<file path="config.mk">
export PLATFORM = sky130hd
export DESIGN_NAME = zx_top
export DESIGN_NICKNAME = d
export VERILOG_FILES = /design/src/zx_pkg.sv /design/src/zx_evt_if.sv /design/src/zx_top.sv /design/src/zx_sync.sv /design/src/zx_edge.sv
export VERILOG_INCLUDE_DIRS = /design/src
export SDC_FILE = /design/constraint.sdc
export NUM_CORES = 1
export LEC_CHECK = 0
export BUFFER_PORTS_ARGS = -buffer_cell sky130_fd_sc_hd__buf_2
export CORE_UTILIZATION = 43
export DETAILED_ROUTE_END_ITERATION = 10
export HOLD_SLACK_MARGIN = 0.12
export PLACE_DENSITY = 0.81
export SLEW_MARGIN = 40
export SYNTH_ARGS = -nofsm -noshare
export SYNTH_HDL_FRONTEND = slang
export SYNTH_SLANG_ARGS = --single-unit
export TNS_END_PERCENT = 30
</file>
<file path="constraint.sdc">
create_clock -name CLK -period 2.1 [get_ports CLK]
set_clock_uncertainty 0.15 [all_clocks]
set_input_delay 0.105 -clock CLK [delete_from_list [all_inputs] [get_ports CLK]]
set_output_delay 0.105 -clock CLK [all_outputs]
set_load 0.01 [all_outputs]
</file>
<file path="src/zx_defs.svh">
// Register indices, field positions and reset values of the zero-cross logic
`ifndef ZX_DEFS_SVH
`define ZX_DEFS_SVH

// Register indices; byte address is four times the index
`define ZX_IDX_CTRL       12'h0EC5
`define ZX_IDX_FLAG       12'h0EC6
`define ZX_IDX_ENABLE     12'h0EC7
`define ZX_IDX_GLOBAL     12'h0EC8
`define ZX_IDX_STAT       12'h0EC9
`define ZX_IDX_MASK       12'h0ECA

// Control register fields
`define ZX_CTRL_SOFT_EN   7
`define ZX_CTRL_OUT       5
`define ZX_CTRL_POL       4
`define ZX_CTRL_RISE_EN   1
`define ZX_CTRL_FALL_EN   0
`define ZX_CTRL_RESET     8'h00
`define ZX_CTRL_WMASK     8'h93

// Flag, enable and global enable fields
`define ZX_FLAG_BIT       0
`define ZX_ENABLE_BIT     0
`define ZX_GLOBAL_PERIPH  0
`define ZX_GLOBAL_ALL     1

// Sticky event status and mask fields
`define ZX_STAT_RISE      0
`define ZX_STAT_FALL      1
`define ZX_STAT_POLCHG    2
`define ZX_STAT_W         3

`endif

</file>
<file path="src/zx_pkg.sv">
// Types shared by the zero-cross logic
package zx_pkg;
    typedef enum logic {ZX_WB_IDLE, ZX_WB_ACK} zx_wb_e;
    typedef logic [7:0] zx_byte_t;
endpackage

</file>
<file path="src/zx_evt_if.sv">
// Level and edge pulses from the edge detector to the top
`timescale 1ns/1ps
`default_nettype none
interface zx_evt_if;
    logic out_lvl;
    logic rise;
    logic fall;
    modport src (output out_lvl, output rise, output fall);
    modport dst (input out_lvl, input rise, input fall);
endinterface
`default_nettype wire

</file>
<file path="src/zx_top.sv">
// Zero-cross detector logic with Wishbone register slave
//
// Summary of operation
// - Front end reports sink or source decision as the single input level.
// - Without inversion, output is high while sinking, low while sourcing.
// - Polarity control inverts the output: high means sourcing.
// - Adjusted output feeds timer gate, clock and reset sources.
// - Rising and falling detectors watch the polarity-adjusted output.
// - Flag sets on enabled rising or enabled falling edge.
// - CPU request needs flag, its enable, peripheral and global enables.
// - Writing a changed polarity sets the flag regardless of soft enable.
// - An edge in the same cycle as a clear keeps the flag set.
// - Fuse clear: always active; fuse set: active only with soft enable.
// - Control: enable bit 7, output bit 5, polarity 4, rise 1, fall 0.
// - Logic keeps running unchanged during sleep.
`timescale 1ns/1ps
`default_nettype none
`include "zx_defs.svh"
module zx_top #(
    parameter int ADDR_W      = 14,
    parameter int SYNC_STAGES = 2
) (
    // System
    input  wire logic        CLK,
    input  wire logic        ARST_N,
    // Wishbone slave
    input  wire logic        WB_CYC_I,
    input  wire logic        WB_STB_I,
    input  wire logic        WB_WE_I,
    input  wire logic [ADDR_W-1:0] WB_ADR_I,
    input  wire logic [3:0]  WB_SEL_I,
    input  wire logic [31:0] WB_DAT_I,
    output var  logic [31:0] WB_DAT_O,
    output var  logic        WB_ACK_O,
    // Front end
    input  wire logic        SINK_ACTIVE,
    input  wire logic        FUSE_CFG,
    output var  logic        DETECT_ACTIVE,
    // Timer sources
    output var  logic        TMR16_GATE,
    output var  logic        TMR8_CLK,
    output var  logic        TMR8_RST,
    // Interrupts
    output var  logic        CPU_IRQ,
    output var  logic        IRQ
);
    ////////////////////////////////////////////////////////////////////////
    // Elaboration checks
    ////////////////////////////////////////////////////////////////////////
    // Address decode is fixed to a 14-bit byte address
    initial begin
        if (ADDR_W != 14) begin
            $error("zx_top needs a 14-bit byte address");
        end
        if (SYNC_STAGES < 2) begin
            $error("zx_top needs at least two synchroniser stages");
        end
    end

    ////////////////////////////////////////////////////////////////////////
    // Declarations
    ////////////////////////////////////////////////////////////////////////
    zx_pkg::zx_wb_e   wb_state_r;
    zx_pkg::zx_wb_e   wb_state_nxt;
    zx_pkg::zx_byte_t ctrl_r;
    zx_pkg::zx_byte_t ctrl_nxt;
    zx_pkg::zx_byte_t rd_byte;
    logic [31:0]      rd_data_r;
    logic             ack_r;
    logic             flag_r;
    logic             flag_nxt;
    logic             ie_r;
    logic             periph_en_r;
    logic             global_en_r;
    logic [`ZX_STAT_W-1:0] stat_r;
    logic [`ZX_STAT_W-1:0] stat_nxt;
    logic [`ZX_STAT_W-1:0] stat_set;
    logic [`ZX_STAT_W-1:0] mask_r;
    logic             polchg_r;
    logic             cpu_irq_r;
    logic             irq_r;
    logic             sink_sync;
    logic             active;
    logic             req;
    logic             wr_stb;
    logic             lane0;
    logic [11:0]      idx;
    logic             word_ok;
    logic             hit_ctrl;
    logic             hit_flag;
    logic             hit_enable;
    logic             hit_global;
    logic             hit_stat;
    logic             hit_mask;
    logic             wr_ctrl;
    logic             wr_flag;
    logic             wr_enable;
    logic             wr_global;
    logic             wr_stat;
    logic             wr_mask;
    logic             pol_written;
    logic             edge_set;
    logic             flag_clr;
    zx_pkg::zx_byte_t wdat;

    // Edge stage results shared by the flag and status logic
    zx_evt_if evt ();

    ////////////////////////////////////////////////////////////////////////
    // Front end input and detector enable
    ////////////////////////////////////////////////////////////////////////
    // Decision is asynchronous to CLK; only the last stage is read
    zx_sync #(
        .STAGES (SYNC_STAGES)
    ) u_sync (
        .clk    (CLK),
        .arst_n (ARST_N),
        .d      (SINK_ACTIVE),
        .q      (sink_sync)
    );

    // Fuse clear forces the detector on
    assign active = ~FUSE_CFG | ctrl_r[`ZX_CTRL_SOFT_EN];

    zx_edge u_edge (
        .clk      (CLK),
        .arst_n   (ARST_N),
        .active   (active),
        .polarity_invert      (ctrl_r[`ZX_CTRL_POL]),
        .sink_lvl (sink_sync),
        .evt      (evt)
    );

    assign DETECT_ACTIVE = active;

    // No sleep input: the logic runs on regardless
    // One registered level feeds all three timer inputs, so they never skew
    assign TMR16_GATE = evt.out_lvl;
    assign TMR8_CLK   = evt.out_lvl;
    assign TMR8_RST   = evt.out_lvl;

    ////////////////////////////////////////////////////////////////////////
    // Wishbone decode
    ////////////////////////////////////////////////////////////////////////
    // Taken only while idle, so a held strobe is not taken twice
    assign req     = WB_CYC_I & WB_STB_I & (wb_state_r == zx_pkg::ZX_WB_IDLE);
    assign wr_stb  = req & WB_WE_I;
    assign lane0   = WB_SEL_I[0];
    assign idx     = WB_ADR_I[13:2];
    assign word_ok = (WB_ADR_I[1:0] == 2'h0);
    assign wdat    = WB_DAT_I[7:0];

    // Misaligned addresses hit nothing and read back zero
    assign hit_ctrl   = word_ok & (idx == `ZX_IDX_CTRL);
    assign hit_flag   = word_ok & (idx == `ZX_IDX_FLAG);
    assign hit_enable = word_ok & (idx == `ZX_IDX_ENABLE);
    assign hit_global = word_ok & (idx == `ZX_IDX_GLOBAL);
    assign hit_stat   = word_ok & (idx == `ZX_IDX_STAT);
    assign hit_mask   = word_ok & (idx == `ZX_IDX_MASK);

    // Only byte lane 0 carries register data
    assign wr_ctrl   = wr_stb & lane0 & hit_ctrl;
    assign wr_flag   = wr_stb & lane0 & hit_flag;
    assign wr_enable = wr_stb & lane0 & hit_enable;
    assign wr_global = wr_stb & lane0 & hit_global;
    assign wr_stat   = wr_stb & lane0 & hit_stat;
    assign wr_mask   = wr_stb & lane0 & hit_mask;

    ////////////////////////////////////////////////////////////////////////
    // Bus handshake
    ////////////////////////////////////////////////////////////////////////
    // Every access is acknowledged one cycle after it is taken, mapped or not
    always_comb begin
        wb_state_nxt = wb_state_r;
        case (wb_state_r)
            zx_pkg::ZX_WB_IDLE: begin
                if (WB_CYC_I && WB_STB_I) begin
                    wb_state_nxt = zx_pkg::ZX_WB_ACK;
                end
            end
            zx_pkg::ZX_WB_ACK: begin
                wb_state_nxt = zx_pkg::ZX_WB_IDLE;
            end
            default: begin
                wb_state_nxt = zx_pkg::ZX_WB_IDLE;
            end
        endcase
    end

    always_ff @(posedge CLK or negedge ARST_N) begin
        if (!ARST_N) begin
            wb_state_r <= zx_pkg::ZX_WB_IDLE;
            ack_r      <= 1'b0;
        end else begin
            wb_state_r <= wb_state_nxt;
            ack_r      <= req;
        end
    end

    assign WB_ACK_O = ack_r;

    ////////////////////////////////////////////////////////////////////////
    // Read mux
    ////////////////////////////////////////////////////////////////////////
    // Output bit is read live from the edge stage, not stored in the register
    always_comb begin
        rd_byte = 8'h00;
        if (hit_ctrl) begin
            rd_byte = ctrl_r;
            rd_byte[`ZX_CTRL_OUT] = evt.out_lvl;
        end else if (hit_flag) begin
            rd_byte[`ZX_FLAG_BIT] = flag_r;
        end else if (hit_enable) begin
            rd_byte[`ZX_ENABLE_BIT] = ie_r;
        end else if (hit_global) begin
            rd_byte[`ZX_GLOBAL_PERIPH] = periph_en_r;
            rd_byte[`ZX_GLOBAL_ALL]    = global_en_r;
        end else if (hit_stat) begin
            rd_byte[`ZX_STAT_W-1:0] = stat_r;
        end else if (hit_mask) begin
            rd_byte[`ZX_STAT_W-1:0] = mask_r;
        end
    end

    // Captured at the taking edge, stands while ack is high
    always_ff @(posedge CLK or negedge ARST_N) begin
        if (!ARST_N) begin
            rd_data_r <= 32'h0000_0000;
        end else if (req) begin
            rd_data_r <= {24'h00_0000, rd_byte};
        end
    end

    assign WB_DAT_O = rd_data_r;

    ////////////////////////////////////////////////////////////////////////
    // Control register
    ////////////////////////////////////////////////////////////////////////
    // Polarity change is held one cycle and then sets the flag like an edge
    assign ctrl_nxt    = wr_ctrl ? (wdat & `ZX_CTRL_WMASK) : ctrl_r;
    assign pol_written = wr_ctrl & (wdat[`ZX_CTRL_POL] != ctrl_r[`ZX_CTRL_POL]);

    always_ff @(posedge CLK or negedge ARST_N) begin
        if (!ARST_N) begin
            ctrl_r   <= `ZX_CTRL_RESET;
            polchg_r <= 1'b0;
        end else begin
            ctrl_r   <= ctrl_nxt;
            polchg_r <= pol_written;
        end
    end

    ////////////////////////////////////////////////////////////////////////
    // Crossing flag
    ////////////////////////////////////////////////////////////////////////
    // Edge enables gate only the flag; status bits record every edge
    assign edge_set = (evt.rise & ctrl_r[`ZX_CTRL_RISE_EN])
                    | (evt.fall & ctrl_r[`ZX_CTRL_FALL_EN])
                    | polchg_r;
    assign flag_clr = wr_flag & wdat[`ZX_FLAG_BIT];
    // Set has priority over a clear in the same cycle
    assign flag_nxt = edge_set | (flag_r & ~flag_clr);

    always_ff @(posedge CLK or negedge ARST_N) begin
        if (!ARST_N) begin
            flag_r <= 1'b0;
        end else begin
            flag_r <= flag_nxt;
        end
    end

    ////////////////////////////////////////////////////////////////////////
    // Enables
    ////////////////////////////////////////////////////////////////////////
    // Interrupt enables, plain read and write
    always_ff @(posedge CLK or negedge ARST_N) begin
        if (!ARST_N) begin
            ie_r <= 1'b0;
        end else if (wr_enable) begin
            ie_r <= wdat[`ZX_ENABLE_BIT];
        end
    end

    always_ff @(posedge CLK or negedge ARST_N) begin
        if (!ARST_N) begin
            periph_en_r <= 1'b0;
            global_en_r <= 1'b0;
        end else if (wr_global) begin
            periph_en_r <= wdat[`ZX_GLOBAL_PERIPH];
            global_en_r <= wdat[`ZX_GLOBAL_ALL];
        end
    end

    ////////////////////////////////////////////////////////////////////////
    // Sticky event status and mask
    ////////////////////////////////////////////////////////////////////////
    assign stat_set[`ZX_STAT_RISE]   = evt.rise;
    assign stat_set[`ZX_STAT_FALL]   = evt.fall;
    assign stat_set[`ZX_STAT_POLCHG] = polchg_r;

    // Write one clears; a new event wins
    assign stat_nxt = stat_set
                    | (stat_r & ~(wr_stat ? wdat[`ZX_STAT_W-1:0] : 3'h0));

    always_ff @(posedge CLK or negedge ARST_N) begin
        if (!ARST_N) begin
            stat_r <= 3'h0;
        end else begin
            stat_r <= stat_nxt;
        end
    end

    // Mask gates only the level output, never the status bits
    always_ff @(posedge CLK or negedge ARST_N) begin
        if (!ARST_N) begin
            mask_r <= 3'h0;
        end else if (wr_mask) begin
            mask_r <= wdat[`ZX_STAT_W-1:0];
        end
    end

    ////////////////////////////////////////////////////////////////////////
    // Interrupt outputs
    ////////////////////////////////////////////////////////////////////////
    // Next-state values used so the outputs rise with their flags
    // A mask write reaches the level output one cycle later
    always_ff @(posedge CLK or negedge ARST_N) begin
        if (!ARST_N) begin
            cpu_irq_r <= 1'b0;
            irq_r     <= 1'b0;
        end else begin
            cpu_irq_r <= flag_nxt & ie_r & periph_en_r & global_en_r;
            irq_r     <= |(stat_nxt & mask_r);
        end
    end

    assign CPU_IRQ = cpu_irq_r;
    assign IRQ     = irq_r;

    // Pull-up stays off under software control outside this block
endmodule // zx_top
`default_nettype wire

</file>
<file path="src/zx_sync.sv">
// Multi-stage synchroniser for one level
`timescale 1ns/1ps
`default_nettype none
module zx_sync #(
    parameter int STAGES = 2
) (
    // Clock and reset
    input  wire logic clk,
    input  wire logic arst_n,
    // Level in and out
    input  wire logic d,
    output var  logic q
);
    logic [STAGES-1:0] chain_r;

    initial begin
        if (STAGES < 2) begin
            $error("zx_sync needs at least two stages");
        end
    end

    always_ff @(posedge clk or negedge arst_n) begin
        if (!arst_n) begin
            chain_r <= '0;
        end else begin
            chain_r <= {chain_r[STAGES-2:0], d};
        end
    end

    assign q = chain_r[STAGES-1];
endmodule // zx_sync
`default_nettype wire

</file>
<file path="src/zx_edge.sv">
// Polarity adjust and rising and falling edge detection
`timescale 1ns/1ps
`default_nettype none
module zx_edge (
    // Clock and reset
    input  wire logic clk,
    input  wire logic arst_n,
    // Control
    input  wire logic active,
    input  wire logic polarity_invert,
    input  wire logic sink_lvl,
    // Result
    zx_evt_if.src     evt
);
    logic out_nxt;
    logic out_r;
    logic rise_r;
    logic fall_r;

    // Polarity applied before the edge detectors
    assign out_nxt = (active & sink_lvl) ^ polarity_invert;

    always_ff @(posedge clk or negedge arst_n) begin
        if (!arst_n) begin
            out_r  <= 1'b0;
            rise_r <= 1'b0;
            fall_r <= 1'b0;
        end else begin
            out_r  <= out_nxt;
            rise_r <= out_nxt & ~out_r;
            fall_r <= ~out_nxt & out_r;
        end
    end

    assign evt.out_lvl = out_r;
    assign evt.rise    = rise_r;
    assign evt.fall    = fall_r;
endmodule // zx_edge
`default_nettype wire

</file>
==> Yosys cells after proc, flatten, opt, wreduce, memory -nomap -nowiden <==
Index checks and enable logic that the tools add are counted.
{ "totals": {"latchBits": 0, "ram_bits": 0, "n_memories": 0, "reg_bits": 32, "romBits": 0, "output_inout_bits": 39} }
{ "op_classes": {"reduce_logical": 3, "shift": 0, "bitwise": 41, "n_eq_ne": 7, "n_mul": 0, "n_mux": 13, "magnitude_cmp": 0, "add_sub_neg": 0, "div_mod_pow": 0} }
{ "ops": {"columns": ["cell", "count"], "rows": [
  ["$eq 12x12->1 const B", 6],
  ["$and 1x1->1", 27],
  ["$mux 3", 4],
  ["$and 3x3->3", 2],
  ["$mux 2", 3],
  ["$mux 5", 1],
  ["$not 1->1", 5],
  ["$mux 1", 4],
  ["$or 1x1->1", 4],
  ["$not 3->3", 1],
  ["$or 3x3->3", 1],
  ["$reduce_or 3->1", 1],
  ["$logic_not 2->1", 1],
  ["$pmux 1 s2", 1],
  ["$logic_and 1x1->1", 1],
  ["$ne 1x1->1", 1],
  ["$xor 1x1->1", 1]
]} }

==> Longest topological paths before layout <==
{ "logic_depth": {"word_depth": 12, "mapped_depth": 5} }

==> Modules after synthesis <==
A second synthesis with hierarchy kept.
{ "hier_totals": {"hier_cells": 152, "area_unflattened_um2": 1605.3} }
{ "by_module_without_submodules": {"columns": ["module", "seq_area_each_um2", "area_per_inst_um2", "cells_per_inst", "n_inst"], "rows": [
  ["zx_top", 600.6, 1420.1, 139, 1],
  ["zx_edge", 75.1, 135.1, 11, 1],
  ["zx_sync", 50.0, 50.0, 2, 1]
]} }

==> Least setup slack after synthesis <==
Ideal clock, no wire load.
{ "synth_path": {"kind": "flip-flop to flip-flop", "startpoint": "reg, netlist name WB_ACK_O", "endpoint": "reg ctrl_r[0]", "period_less_slack_ns": 1.739, "path_stages_with_launch": 6, "arrival_ns": 1.464, "t_required_ns": 1.825, "setup_slack_ns": 0.361, "path_buffers": 0, "path_cell_list": "dfrtp_1 > nand3b_4 > inv_2 > nand4_4 > nor3_4 > mux2_2"} }
{ "synth_rtl": {"columns": ["item", "line", "text"], "rows": [
  ["end signal: assignment", "zx_top.sv:245", "ctrl_r <= `ZX_CTRL_RESET;"],
  ["end signal: assignment", "zx_top.sv:248", "ctrl_r <= ctrl_nxt;"],
  ["end: declaration", "zx_top.sv:65", "zx_pkg::zx_byte_t ctrl_r;"]
]} }

==> Final worst setup path <==
{ "layout_path": {"startpoint": "in WB_ADR_I[2]", "endpoint": "reg rd_data_r[2] (netlist: WB_DAT_O[2])"} }
{ "layout_between": {"elab_chain_len": 8} }
{ "layout_rtl": {"columns": ["item", "line", "text"], "rows": [
  ["start: declaration", "zx_top.sv:30", "input wire logic [ADDR_W-1:0] WB_ADR_I,"],
  ["$eq 12x12->1 (no line)", null, null],
  ["$and 1x1->1", "zx_top.sv:159", "assign hit_mask = word_ok & (idx == `ZX_IDX_MASK);"],
  ["$mux 3", "zx_top.sv:220", "end else if (hit_mask) begin"],
  ["$mux 3", "zx_top.sv:218", "end else if (hit_stat) begin"],
  ["$mux 1", "zx_top.sv:215", "end else if (hit_global) begin"],
  ["$mux 2", "zx_top.sv:213", "end else if (hit_enable) begin"],
  ["$mux 2", "zx_top.sv:211", "end else if (hit_flag) begin"],
  ["$mux 3 (*)", "zx_top.sv:208", "if (hit_ctrl) begin"],
  ["end signal: assignment", "zx_top.sv:230", "rd_data_r <= {24'h00_0000, rd_byte};"],
  ["end: declaration", "zx_top.sv:68", "logic [31:0] rd_data_r;"]
]} }
Mark *: on every way between the ends. The rest lies on a longest branch, timed or not.
A chain may end at the register's enable or synchronous reset.

==> flow_summary.toml <==
[outcome]
status = "finished, final reports clean"

[die]
start_util = 0.4654
rows = 21
dieWidth_um = 63.27
core_area_mm2 = 0.003468
boundaryPins = 96
die_h_um = 63.27
die_area_mm2 = 0.004002

[finish]
antenna_cells = 0
drive_gt1_frac = 0.3590
fin_nets = 252
area_delta_synth_final_pct = 20.93
stdcell_area_mm2 = 0.001952
fill_cells = 316

[routing]
wl_met1_um = 1282
wirelength_um = 3189
route.met2.wl_um = 1668
wl_per_cell_um = 13.23
postRouteAntennaNets = 0
firstDrtPassIters = 4
drc = 0
wl_met3_um = 230
dr_total_vias = 1188
drtIter0Drc = 47
vias_per_cell = 4.929
top_layer_used = "met4"

[timing]
setup_viol = 0
hold_viol = 0
fin_crit_ns = 1.972
max_freq_mhz = 507.0
max_slew_margin = 0.5691
slew_viol_final = 0
holdWs_ns = 0.1415
tightest_slew_ns = 0.6463
tns_ns = 0
timing.final.crit_share = 0.9392
grt_setup_unrepaired = "no"

[clocking]
cts_root_buf = "clkbuf_8"
cts_tree = "done"
clock_sinks = 29
cts_buffers = 5
path_clk_slew_ns = 0.06
insertion_delay_ns = 0.28
cts.htree.levels = 2
clk_path_buf_depth = 2

[synth]
async_flop_share = 1.000
synth_commonest_cells = "29 x dfrtp_1, 28 x buf_4, 11 x mux2_2"
synth_cells = 141
yosysSeqAreaShare = 0.4496
synth-main-ff-cell = "dfrtp_1"
yosysTopAreaCell = "dfrtp_1"
yosys-top-cells-area = "dfrtp_1 45%, buf_4 13%, mux2_2 7.7%"
ys_seq_elements = 29
ys_types = 43
postSynthAreaPerCell_um2 = 11.45
yosysMostFrequentCell = "dfrtp_1"
synth_edf_count = 0
ys_warn_count = 0
synth_top_area_frac = 0.4496
synth_area_mm2 = 0.001614

[power_and_ir_drop]
p_per_area_mw_per_mm2 = 594.3
ir_drop_uv = 282.9
p_leak_nw = 1.010
p_total_w = 0.001160

[worst_setup_path]
critPathRequiredTime_ns = 2.17
crit_buf_inv = 3
critPathCaptureType = "flop"
r2r_start = "WB_ACK_O"
criticalPathCategory = "input pin to flop"
cp-start-kind = "input pin"
crit_top_cell = "dlygate4sd3_1"
reg2reg_depth = 5
crit_fanout = 9
r2r_end = "WB_DAT_O[2]"
path_cells = "dlygate4sd3_1 -> buf_2 -> nor2b_2 -> a22oi_1 -> o41ai_1 -> dlygate4sd3_1"
rrSetupSlack_ns = 0.15
worst_path_max_delay_cell = "dlygate4sd3_1"
path_delay_family = "buffers and inverters"
slowest_delay_ns = 0.59
cp.arrival_ns = 2.04

[place]
place_congestion = 0.8391
portBuffers = 39
place_area_mm2 = 0.001730
place_hpwl_um = 2324

[min_path]
holdPathEnd = "WB_DAT_O[1]"
holdCritPathClass = "input pin to flop"
hp-start = "WB_ADR_I[5]"
whs_path_depth = 5

[global_route]
antenna_found_initial = 0
grt_max_degree = 30
grt_pass1_vias = 1119
overflow = 0
grt_pass1_wl_um = 5285
grt_usage = 0.1745

[flow_run]
drv_cap = 0
==> kinds of logic after synthesis <==
kind of cell,after synthesis,share of synthesized area
buf+inv,34,0.1543
simple gates,43,0.2016
xor+xnor,2,0.01085
other cells,1,0.002323
flops,29,0.4496
mux,13,0.08915
compound gates,19,0.09225
==> stage by stage <==
stage | instances | worst slack, ns | utilization
detailed placement | 221 | 0.3201 | 0.4989
global placement | 221 | 0.3520 | 0.4989
CTS | 241 | 0.06097 | 0.5613
global route | 241 | 0.001596 | 0.5628
floorplan | 166 | 0.3610 | -
finish | 241 | 0.1278 | 0.5628
==> power by group <==
part | leakage (nW) | switching (W) | internal (W)
Clock | 0.0443 | 0.000199 | 0.000259
Sequential | 0.376 | 0.00000447 | 0.000565
Combinational | 0.589 | 0.0000778 | 0.0000547
==> cell type report <==
class	instances	area (um^2)	area share
Inverter	3	11.26	0.005769
Sequential cell	29	725.7	0.3718
Timing Repair Buffer	53	332.8	0.1705
Multi-Input combinational cell	103	738.2	0.3782
Clock buffer	7	86.33	0.04423
Tap cell	46	57.56	0.02949
==> flip-flops by register name (all words and copies together) (netlist names) <==
name and count:
IRQ 1, flag_r 1, mask_r 3, stat_r 3, u_sync.chain_r 2, ctrl_r 4
global_en_r 1, u_edge.evt.rise 1, polchg_r 1, u_edge.evt.out_lvl 1, u_edge.evt.fall 1, WB_DAT_O 6
ie_r 1, CPU_IRQ 1, periph_en_r 1, WB_ACK_O 1
==> worst reg2reg max path: stages, from the launching register on <==
cell and delay, ns:
dfrtp_1 0.37, nand3b_4 0.16, inv_2 0.08, nand4_4 0.18, o41ai_1 0.36, dlygate4sd3_1 0.59
==> layer usage <==
metal	track usage	vias up
met2	0.2890	50
met5	0	-
met3	0.05978	2
li1	-	557
met1	0.2139	579
met4	0.05114	0
==> placed cells by master, fill, tap and decap left out, types with 2 or more instances in the layout <==
cell type,count
buf_2,39
nand3_1,4
nand4_1,2
a31oi_1,3
inv_1,2
o21ai_0,2
a22oi_1,2
nand2_1,6
clkbuf_8,6
dlygate4sd3_1,13
nor2b_2,2
nor3b_1,2
mux2_2,11
nor2_1,10
a22o_1,4
mux2i_1,2
dfrtp_1,29
conb_1,26
nand2b_1,2
o2bb2ai_1,2
==> worst max path at each step <==
stage / from / end / slack (ns) / depth (start not counted)
after floorplan: WB_ACK_O / ctrl_r[0] / 0.36 / 5
after global placement: WB_ACK_O / ctrl_r[4] / 0.35 / 5
after detailed placement: WB_ACK_O / ctrl_r[4] / 0.32 / 5
after CTS: WB_ADR_I[2] / WB_DAT_O[2] / 0.06 / 6
after global routing: WB_ADR_I[2] / WB_DAT_O[2] / 0.002 / 6
final: WB_ADR_I[2] / WB_DAT_O[2] / 0.13 / 6
==> repair_timing <==
action / in CTS / in global routing
endpoints found under the hold margin: 48 / 0
gates resized for setup: 0 / 2
hold buffers: 13 / 0
buffers inserted: 0 / 0
setup endpoints to repair: 0 / 1
(Power assumes the default switching activity.)
